**config.mk**
```make
export PLATFORM = sky130hd
export DESIGN_NAME = adc_acquire_convert_sequencer
export DESIGN_NICKNAME = d
export VERILOG_FILES = /design/src/logic/adc_seq_pkg.sv /design/src/logic/conv_clk_if.sv /design/src/logic/conv_clk_gen.sv /design/src/logic/adc_acquire_convert_sequencer.sv
export SDC_FILE = /design/constraint.sdc
export NUM_CORES = 1
export LEC_CHECK = 0
export BUFFER_PORTS_ARGS = -buffer_cell sky130_fd_sc_hd__buf_4
export CORE_MARGIN = 2
export CORE_UTILIZATION = 55
export DETAILED_ROUTE_END_ITERATION = 8
export PLACE_DENSITY = 0.79
export SYNTH_ARGS = -nofsm -noshare
export SYNTH_HDL_FRONTEND = slang
export SYNTH_SLANG_ARGS = --single-unit
```
**constraint.sdc**
```tcl
create_clock -name clk -period 2.6 [get_ports clk]
set_clock_uncertainty 0.2 [all_clocks]
set_input_delay 0.13 -clock clk [delete_from_list [all_inputs] [get_ports clk]]
set_output_delay 0.13 -clock clk [all_outputs]
set_load 0.01 [all_outputs]
```
**src/logic/adc_seq_pkg.sv**
```systemverilog
// Shared constants and types for the converter acquire/convert sequencer.
package adc_seq_pkg;
   // ----------------------------------------
   // Widths and counts
   // ----------------------------------------
   localparam int RESULT_W = 12;
   localparam int STEPS = 4096;
   localparam int CLK_MHZ = 100;
   localparam int DIV_W = 3;
   localparam logic [4:0] CONV_PERIODS = 5'h0d;
   localparam logic [1:0] HOLDOFF_TCY = 2'h2;
   localparam logic [DIV_W-1:0] ACQ_FIELD_RST = 3'h0;
   localparam logic [RESULT_W-1:0] RESULT_RST = 12'h000;
   // ----------------------------------------
   // Timing
   // ----------------------------------------
   localparam int DISCHARGE_NS = 200;
   localparam int DISCHARGE_CYC_RAW = (DISCHARGE_NS * CLK_MHZ + 999) / 1000;
   localparam logic [7:0] DISCHARGE_CYC = 8'((DISCHARGE_CYC_RAW < 1) ? 1 : DISCHARGE_CYC_RAW);
   localparam logic [7:0] RC_HALF_CYC = 8'h32;
   typedef enum logic [2:0] {ST_IDLE, ST_HOLDOFF, ST_DISCHARGE, ST_ACQUIRE, ST_DEFER, ST_CONVERT} seq_state_e;
   // ----------------------------------------
   // Acquisition field decode
   // ----------------------------------------
   function automatic logic [4:0] acq_periods(input logic [2:0] code);
      logic [4:0] r;
      r = 5'h00;
      unique case (code)
         3'h0: r = 5'h00;
         3'h1: r = 5'h02;
         3'h2: r = 5'h04;
         3'h3: r = 5'h06;
         3'h4: r = 5'h08;
         3'h5: r = 5'h0c;
         3'h6: r = 5'h10;
         3'h7: r = 5'h14;
      endcase
      return r;
   endfunction
endpackage

```
**src/logic/conv_clk_if.sv**
```systemverilog
// Interface carrying the conversion-clock tick between the divider and the sequencer.
`timescale 1ns/10ps
`default_nettype none
interface conv_clk_if;
   logic [2:0] div_sel;
   logic use_rc;
   logic run;
   logic tick;
   modport gen (input div_sel, input use_rc, input run, output tick);
   modport seq (output div_sel, output use_rc, output run, input tick);
endinterface
`default_nettype wire

```
**src/logic/conv_clk_gen.sv**
```systemverilog
// Conversion-clock tick generator: oscillator divider or internal RC source.
`timescale 1ns/10ps
`default_nettype none
module conv_clk_gen
(
   // Clock and reset
   input wire logic clk,
   input wire logic srst,
   // Tick
   conv_clk_if.gen cc
);
   import adc_seq_pkg::*;
   logic [7:0] cnt_reg;
   logic [7:0] cnt_next;
   logic tick_reg;
   logic tick_next;
   logic [7:0] limit;
   // ----------------------------------------
   // Divider
   // ----------------------------------------
   always_comb
   begin
      // Divider ratios are powers of two so a three-bit select covers 2 to 256.
      limit = cc.use_rc ? RC_HALF_CYC : 8'((16'h0002 << cc.div_sel) - 16'h0001);
      cnt_next = cnt_reg;
      tick_next = 1'b0;
      if (!cc.run)
      begin
         cnt_next = 8'h00;
      end
      else if (cnt_reg >= limit)
      begin
         cnt_next = 8'h00;
         tick_next = 1'b1;
      end
      else
      begin
         cnt_next = cnt_reg + 8'h01;
      end
   end
   always_ff @(posedge clk)
   begin
      if (srst)
      begin
         cnt_reg <= 8'h00;
         tick_reg <= 1'b0;
      end
      else
      begin
         cnt_reg <= cnt_next;
         tick_reg <= tick_next;
      end
   end
   assign cc.tick = tick_reg;
endmodule
`default_nettype wire

```
**src/logic/adc_acquire_convert_sequencer.sv**
```systemverilog
// Acquire/convert sequencer for a 12-bit successive-approximation converter.
// What this block does
// - Hold capacitor disconnects from the pin as conversion begins.
// - Each sample resolves into a 12-bit code of 4096 steps.
// - Field zero with start set defers conversion until after next instruction.
// - Field 010 with start set acquires four conversion periods first.
// - Clearing start/busy during conversion aborts it immediately.
// - Aborted conversion leaves result register pair untouched.
// - After completion or abort wait two instruction cycles, then reacquire.
// - Discharge of at least 0.2 us precedes every sample.
// - Result is readable on the instruction cycle after completion.
// - Convert phase ends on the next device clock cycle; sample switch closes only after holdoff and discharge.
// - Conversion period comes from a selectable oscillator divider or RC source.
// - Completion loads result, clears start/busy and sets done flag.
// - Reset returns all state, converter off, conversion aborted.
// - Conversion continues in sleep only with the internal RC clock.
`timescale 1ns/10ps
`default_nettype none
module adc_acquire_convert_sequencer
(
   // Clock and reset
   input wire logic clk,
   input wire logic srst,
   // Core timing
   input wire logic tcy_tick,
   input wire logic cpu_sleep,
   // Control
   input wire logic adc_enable,
   input wire logic [2:0] acq_time_field,
   input wire logic [adc_seq_pkg::DIV_W-1:0] clk_div_sel,
   input wire logic use_rc_clock,
   input wire logic go_set,
   input wire logic go_clear,
   input wire logic done_flag_clear,
   // Result write by software
   input wire logic result_wr,
   input wire logic [adc_seq_pkg::RESULT_W-1:0] result_wdata,
   // Comparator from the analog array
   input wire logic comp_in,
   // Status and result
   output logic busy,
   output logic conv_done_irq_flag,
   output logic [adc_seq_pkg::RESULT_W-1:0] result_register_pair,
   // Analog control
   output logic sample_switch_on,
   output logic discharge_on,
   output logic [adc_seq_pkg::RESULT_W-1:0] dac_code
);
   import adc_seq_pkg::*;
   conv_clk_if cc ();
   seq_state_e state_reg, state_next;
   logic go_reg, go_next;
   logic done_reg, done_next;
   logic [RESULT_W-1:0] res_reg, res_next;
   logic [RESULT_W-1:0] sar_reg, sar_next;
   logic [4:0] per_reg, per_next;
   logic [7:0] cyc_reg, cyc_next;
   logic [1:0] tcy_reg, tcy_next;
   logic [3:0] bit_reg, bit_next;
   logic clk_ok;
   logic [RESULT_W-1:0] trial;
   conv_clk_gen u_clk
   (
      .clk(clk),
      .srst(srst),
      .cc(cc)
   );
   // ----------------------------------------
   // Conversion clock control
   // ----------------------------------------
   // Oscillator-based clock stops while the core sleeps; RC keeps running.
   assign clk_ok = adc_enable && (use_rc_clock || !cpu_sleep);
   assign cc.div_sel = clk_div_sel;
   assign cc.use_rc = use_rc_clock;
   assign cc.run = clk_ok && (state_reg == ST_ACQUIRE || state_reg == ST_CONVERT);
   // ----------------------------------------
   // Sequencer
   // ----------------------------------------
   always_comb
   begin
      state_next = state_reg;
      go_next = go_reg;
      done_next = done_reg;
      res_next = res_reg;
      sar_next = sar_reg;
      per_next = per_reg;
      cyc_next = cyc_reg;
      tcy_next = tcy_reg;
      bit_next = bit_reg;
      trial = sar_reg | (12'h800 >> bit_reg);
      if (done_flag_clear)
      begin
         done_next = 1'b0;
      end
      if (result_wr)
      begin
         res_next = result_wdata;
      end
      if (go_set && adc_enable)
      begin
         go_next = 1'b1;
      end
      if (go_clear)
      begin
         go_next = 1'b0;
      end
      unique case (state_reg)
         ST_IDLE:
         begin
            if (adc_enable)
            begin
               state_next = ST_DISCHARGE;
               cyc_next = 8'h00;
            end
         end
         ST_HOLDOFF:
         begin
            if (tcy_tick)
            begin
               tcy_next = tcy_reg + 2'h1;
            end
            if (tcy_tick && tcy_reg == HOLDOFF_TCY - 2'h1)
            begin
               state_next = ST_DISCHARGE;
               cyc_next = 8'h00;
            end
         end
         ST_DISCHARGE:
         begin
            cyc_next = cyc_reg + 8'h01;
            if (cyc_reg == DISCHARGE_CYC - 8'h01)
            begin
               state_next = ST_ACQUIRE;
               per_next = 5'h00;
            end
         end
         ST_ACQUIRE:
         begin
            // Sampling continues freely until software starts.
            if (go_reg && !go_clear)
            begin
               if (acq_periods(acq_time_field) == 5'h00)
               begin
                  state_next = ST_DEFER;
               end
               else if (cc.tick)
               begin
                  per_next = per_reg + 5'h01;
                  if (per_reg == acq_periods(acq_time_field) - 5'h01)
                  begin
                     state_next = ST_CONVERT;
                     sar_next = 12'h000;
                     bit_next = 4'h0;
                     per_next = 5'h00;
                  end
               end
            end
         end
         ST_DEFER:
         begin
            // The next instruction boundary lets the core reach sleep first.
            if (!go_reg)
            begin
               state_next = ST_ACQUIRE;
            end
            else if (tcy_tick)
            begin
               state_next = ST_CONVERT;
               sar_next = 12'h000;
               bit_next = 4'h0;
               per_next = 5'h00;
            end
         end
         ST_CONVERT:
         begin
            if (!go_reg || go_clear)
            begin
               go_next = 1'b0;
               state_next = ST_HOLDOFF;
               tcy_next = 2'h0;
            end
            else if (cc.tick)
            begin
               per_next = per_reg + 5'h01;
               if (bit_reg < 4'(RESULT_W))
               begin
                  sar_next = comp_in ? trial : sar_reg;
                  bit_next = bit_reg + 4'h1;
               end
               if (per_reg == CONV_PERIODS - 5'h01)
               begin
                  res_next = sar_reg;
                  go_next = 1'b0;
                  done_next = 1'b1;
                  state_next = ST_HOLDOFF;
                  tcy_next = 2'h0;
               end
            end
         end
      endcase
      if (!adc_enable)
      begin
         state_next = ST_IDLE;
         go_next = 1'b0;
      end
   end
   always_ff @(posedge clk)
   begin
      if (srst)
      begin
         state_reg <= ST_IDLE;
         go_reg <= 1'b0;
         done_reg <= 1'b0;
         res_reg <= RESULT_RST;
         sar_reg <= RESULT_RST;
         per_reg <= 5'h00;
         cyc_reg <= 8'h00;
         tcy_reg <= 2'h0;
         bit_reg <= 4'h0;
      end
      else
      begin
         state_reg <= state_next;
         go_reg <= go_next;
         done_reg <= done_next;
         res_reg <= res_next;
         sar_reg <= sar_next;
         per_reg <= per_next;
         cyc_reg <= cyc_next;
         tcy_reg <= tcy_next;
         bit_reg <= bit_next;
      end
   end
   // ----------------------------------------
   // Outputs
   // ----------------------------------------
   assign busy = go_reg;
   assign conv_done_irq_flag = done_reg;
   assign result_register_pair = res_reg;
   assign sample_switch_on = (state_reg == ST_ACQUIRE) || (state_reg == ST_DEFER);
   assign discharge_on = (state_reg == ST_DISCHARGE);
   assign dac_code = (state_reg == ST_CONVERT) ? trial : 12'h000;
endmodule
`default_nettype wire

```
**Word-level counts from Yosys, hierarchy flattened**

Memory sizes are Yosys's and may differ from the RTL's.
Index checks and enable logic that the tools add are counted.

- Memories: 2
- Memory bits (read-only): 64
- Bits in registers: 57
- Output and inout bits: 28
- Logic and storage cells: 158
- Input port bits: 29

Memories:

| name | words | bits a word | read ports | clocked after memory_dff | wr ports | RTL line | RTL |
|---|---|---|---|---|---|---|---|
| (no name shown) | 8 | 4 | 1 | 0 | 0 | adc_seq_pkg.sv:28 | `unique case (code)` |
| (no name shown) | 8 | 4 | 1 | 0 | 0 | adc_seq_pkg.sv:28 |  |

- Bitwise logic cells: 3
- $lt $le $gt $ge: 2
- Eq/ne operators: 28
- Shift operators: 2
- $add $sub $neg: 7
- Mux-type cells: 76
- Reduce and logical (&&, ||, !) cells: 27

Operator list:

| kind | count |
|---|---|
| $mux W12 | 16 |
| $mux W5 | 15 |
| $mux W4 | 9 |
| $pmux W12 S3 | 1 |
| $mux W3 | 11 |
| $mux W8 | 3 |
| $pmux W8 S3 | 1 |
| $ne A2 B2 Y1 const B | 11 |
| $pmux W5 S4 | 1 |
| $pmux W3 S6 | 1 |
| $add A8 B1 Y8 const B | 2 |
| $mux W1 | 12 |
| $or A12 B12 Y12 | 1 |
| $pmux W4 S3 | 1 |
| $shr A12 B4 Y12 const A | 1 |
| $reduce_and A11 Y1 | 1 |
| $reduce_and A10 Y1 | 1 |
| $ne A3 B3 Y1 const B | 3 |
| $reduce_and A9 Y1 | 1 |
| $eq A8 B5 Y1 const B | 1 |
| $ge A8 B8 Y1 | 1 |
| $mux W2 | 4 |
| $reduce_and A8 Y1 | 1 |
| $shl A2 B3 Y8 const A | 1 |
| 28 further kinds | 45 |

**Longest topological paths before layout**

- Word-level depth: 15
- Gate-level depth with buffers: 8
- Mapped depth without buffers: 8

**Cells and area by module**

A second synthesis with hierarchy kept.

- Cells, all modules: 400
- Area total of the unflattened synthesis: 3522.1 sq um

Modules (own cells, without submodules):

| module | sequential area each (sq um) | cells each | instances | area an instance (sq um) |
|---|---|---|---|---|
| adc_acquire_convert_sequencer | 960.9 | 336 | 1 | 2907.8 |
| conv_clk_gen | 180.2 | 64 | 1 | 614.3 |

**Worst setup path before layout**

No wires, ideal clock.

- Path type: register to register
- From: register per_reg[3]
- To: register sar_reg[0]
- Arrival time: 2.004 ns
- Period minus slack after synthesis: 2.325 ns
- Setup time: 0.121 ns
- Setup slack: 0.275 ns
- Buffers on the path: 2
- Data required time: 2.279 ns
- Stages on the path, launching flop included: 9
- Path through: dfxtp_1 buf_4 or4b_4 a31oi_4 o21a_2 and3_4 o21ba_4 buf_12 mux2_4

- Word-level cells in the longest chain between the ends: 3

Ends and longest elaborated chain:

| item | RTL line | RTL |
|---|---|---|
| start: declaration | adc_acquire_convert_sequencer.sv:56 | `logic [4:0] per_reg, per_next;` |
| start signal: assignment | adc_acquire_convert_sequencer.sv:228 | `per_reg <= per_next;` |
| $eq A5 B5 Y1 | adc_acquire_convert_sequencer.sv:149 | `if (per_reg == acq_periods(acq_time_field) - 5'h01)` |
| $ne A2 B2 Y1 (no source line) | n/a |  |
| $reduce_and A11 Y1 (no source line) | n/a |  |
| end signal: assignment | adc_acquire_convert_sequencer.sv:227 | `sar_reg <= sar_next;` |
| end: declaration | adc_acquire_convert_sequencer.sv:55 | `logic [RESULT_W-1:0] sar_reg, sar_next;` |

Every way passes these cells.
A chain may end at the register's enable or synchronous reset.

**Worst setup path in the final report**

- From: register cyc_reg[0]
- To: register per_reg[4]

- Word-level cells in the longest chain between the ends: 3

Ends and longest elaborated chain:

| item | RTL line | RTL |
|---|---|---|
| start: declaration | adc_acquire_convert_sequencer.sv:57 | `logic [7:0] cyc_reg, cyc_next;` |
| start signal: assignment | adc_acquire_convert_sequencer.sv:229 | `cyc_reg <= cyc_next;` |
| $eq A8 B5 Y1 | adc_acquire_convert_sequencer.sv:131 | `if (cyc_reg == DISCHARGE_CYC - 8'h01)` |
| $ne A2 B1 Y1 (no source line) | n/a |  |
| $reduce_and A9 Y1 (no source line) | n/a |  |

Every way passes these cells.

==> metrics.md <==
| Metric | Value |
|---|---|
| H-tree depth | `3` |
| HP Class | `in2reg` |
| Number of diodes | `0` |
| Crit path top cell by count | `a21oi_1` |
| Status | `completed` |
| Layout cells sized above 1 | `20.62%` |
| Num ports | `57` |
| Overall die area | `6835 um^2` |
| FP Rows | `28` |
| Postcts setup bufs | `0` |
| Antenna violations before repair | `0` |
| GRT Total Usage | `25.26%` |
| Clock Sink Count | `57` |
| Syn Nets | `452` |
| Max Fclk | `0.4137 GHz` |
| Total Wirelength | `8266 um` |
| Biggest area consumer among synthesized cells | `dfxtp_1` |
| Worst slew margin | `59.76%` |
| Largest net degree at the start of global routing | `41` |
| Overflow after GRT | `0` |
| Pwr Density | `441.6 nW/um^2` |
| Final Hold Vio Count | `0` |
| EDFF count, synth | `0` |
| Total of max-cap violations | `0` |
| Commonest register cell after synthesis | `dfxtp_1` |
| Top cell type's share of synthesized area | `33.52%` |
| Starting Density | `57.16%` |
| Inst Count DP | `529` |
| Top cells by count, synth | `dfxtp_1 (57), nor2_1 (50), a21oi_1 (35), nand2_1 (30), ha_1 (19)` |
| Fin crit share | `92.98%` |
| Final Core Density | `71.24%` |
| Tmin final | `2.417 ns` |
| Drt wl/cell | `14.76 um` |
| Worst-Skew Late Latency | `0.34 ns` |
| Dominant cell by count in the synthesized netlist | `dfxtp_1` |
| Synth top area cells | `dfxtp_1 (34%), ha_1 (7.0%), nor2_1 (5.5%)` |
| GRT met2 Usage | `43.63%` |
| DR vias | `3182` |
| CTS Buf Count | `9` |
| Crit-path slowest cell | `nor4bb_1` |
| VDD IR max | `0.3569 mV` |
| DIE HEIGHT | `82.68 um` |
| Critical path fanouts, max | `5` |
| Synthesized area | `3405 um^2` |
| Leakage power | `1.772 nW` |
| Async set or reset register ratio after synthesis | `0%` |
| DR DRC count | `0` |
| Die Wd | `82.68 um` |
| Syn Inst Count | `404` |
| Post-DP HPWL | `5854 um` |
| RSZ-0062 raised after global routing | `no` |
| CP cell instances | `ha_1, nor4bb_1, a21oi_1, o21ai_0, buf_4, nand3_1, or3_1, a21oi_1` |
| Filler Cells Inserted | `463` |
| Drt first-iter violations | `166` |
| CP Launch Point | `cyc_reg[0]` |
| Layout area overhead | `24.62%` |
| CTS tree | `yes` |
| Kind of critical path | `reg2reg` |
| Critical Path RT | `2.67 ns` |
| Min Hold Slack | `0.006261 ns` |
| Cell variety after synth | `56` |
| Hold wc startpoint | `srst` |
| GPL Wtd Cong | `0.9404` |
| Pre-Repair DR Iteration Count | `4` |
| Core Box Area | `5956 um^2` |
| Crit path arrival time | `2.49 ns` |
| Remaining antenna violation count | `0` |
| Number of global-route vias before repair | `3045` |
| Startpoint of the worst register-to-register path | `cyc_reg[0]` |
| Slowest stage delay, CP | `0.45 ns` |
| Number of vias per cell | `5.682` |
| Final setup viols | `0` |
| CP Capture Type | `register` |
| Clock transition at path regs | `0.06 ns` |
| Yosys reg bits | `57` |
| Sequential fraction of the synthesis area | `33.52%` |
| Syn Area/Cell | `8.427 um^2` |
| Max Buffers Root-to-Sink | `2` |
| Grt peak-use layer | `met2` |
| CP Launch Type | `register` |
| Worst slew pin tran | `0.5995 ns` |
| GRT met1 Usage | `28.29%` |
| Final nets | `529` |
| Non-filler instance count after layout | `560` |
| Total Negative Setup Slacks | `0 ns` |
| GRT met3 Usage | `6.413%` |
| Final Max Slew Viols | `0` |
| Global-route wire length before repair | `13200 um` |
| Syn. warnings | `0` |
| I/O Buffers | `56` |
| Clock root buffer | `clkbuf_8` |
per-layer routing:
metal,up-vias,routed length (um)
met5,-,0
met3,25,442
li1,1609,-
met4,0,217
met1,1455,3592
met2,93,4013
final timing paths:
kind	cells after the start	endpoint	slack, ns
max	8	per_reg[4]	0.18
min	4	sar_reg[4]	0.006
max reg2reg	8	per_reg[4]	0.18
min reg2reg	2	conv_done_irq_flag	0.29
power breakdown:
part / internal (W) / switching [W] / leakage (nW) / total, W
combinational: 0.000105 / 0.0000909 / 1.22 / 0.000196
clock: 0.000432 / 0.000344 / 0.0929 / 0.000776
sequential: 0.000889 / 0.0000123 / 0.462 / 0.000901
total: 0.00143 / 0.000447 / 1.77 / 0.00187
cell families after synthesis:
group / Yosys count / share of synthesized area [%]
mux: 27 / 9.225
xor+xnor: 17 / 4.374
buf+inv: 34 / 4.888
simple gates: 156 / 22.82
flops: 57 / 33.52
fa+ha+maj: 19 / 6.983
compound gates: 94 / 18.19
per-stage QoR:
step | power (W) | instance area (um^2) | setup slack, ns
global route | 0.001940 | 4243 | 0.02342
detailed placement | 0.001096 | 3906 | 0.2124
floorplan | 0.001014 | 3405 | 0.2750
CTS | 0.001879 | 4243 | 0.1802
finish | 0.001874 | 4243 | 0.1825
global placement | 0.001090 | 3906 | 0.2443
what timing repair did:
item,CTS,global route
hold buffers,16,0
endpoints found under the hold margin,15,0
gates resized for setup,0,0
endpoints found under the setup margin,0,0
critical path, delay by kind of cell, from the launching register on:
family,cells,cell delay (ns)
AND/OR/NAND/NOR,3,0.94
AO/OA/AOI/OAI,3,0.47
flip-flops,1,0.36
adder cells (fa/ha/maj),1,0.22
buffers and inverters,1,0.17
area by class of cell:
cell class | count | area, um^2 | area share [%]
clock inverter | 4 | 45.04 | 1.062
clock buffer | 11 | 131.4 | 3.096
timing repair buffer | 85 | 678.2 | 15.98
inverter | 15 | 56.30 | 1.327
tap | 75 | 93.84 | 2.212
multi-input combinational | 313 | 2097 | 49.42
sequential | 57 | 1141 | 26.89
layout by cell type, fill, tap and decap left out, drive strengths merged, types with 3 or more instances in the layout:
cell type    Yosys  routed
a31oi            8       8
xor2             9       9
o2111ai          4       4
a211oi          12      12
nor3            16      16
clkbuf          10      11
mux2            11      11
nand4            3       3
o22ai            3       3
mux2i           16      16
nand2           30      30
nor2            50      50
inv             15      15
a21oi           35      35
ha              19      19
nand2b           6       6
dlygate4sd3      0      16
nand3           14      14
nor2b           12      12
clkinv           0       3
xnor2            8       8
and3             6       6
nor4             3       3
a21o             4       4
nand3b           3       3
buf              9      69
dfxtp           57      57
o21a             3       3
o21ai           10      10
Power figures use the tool's default switching activity.
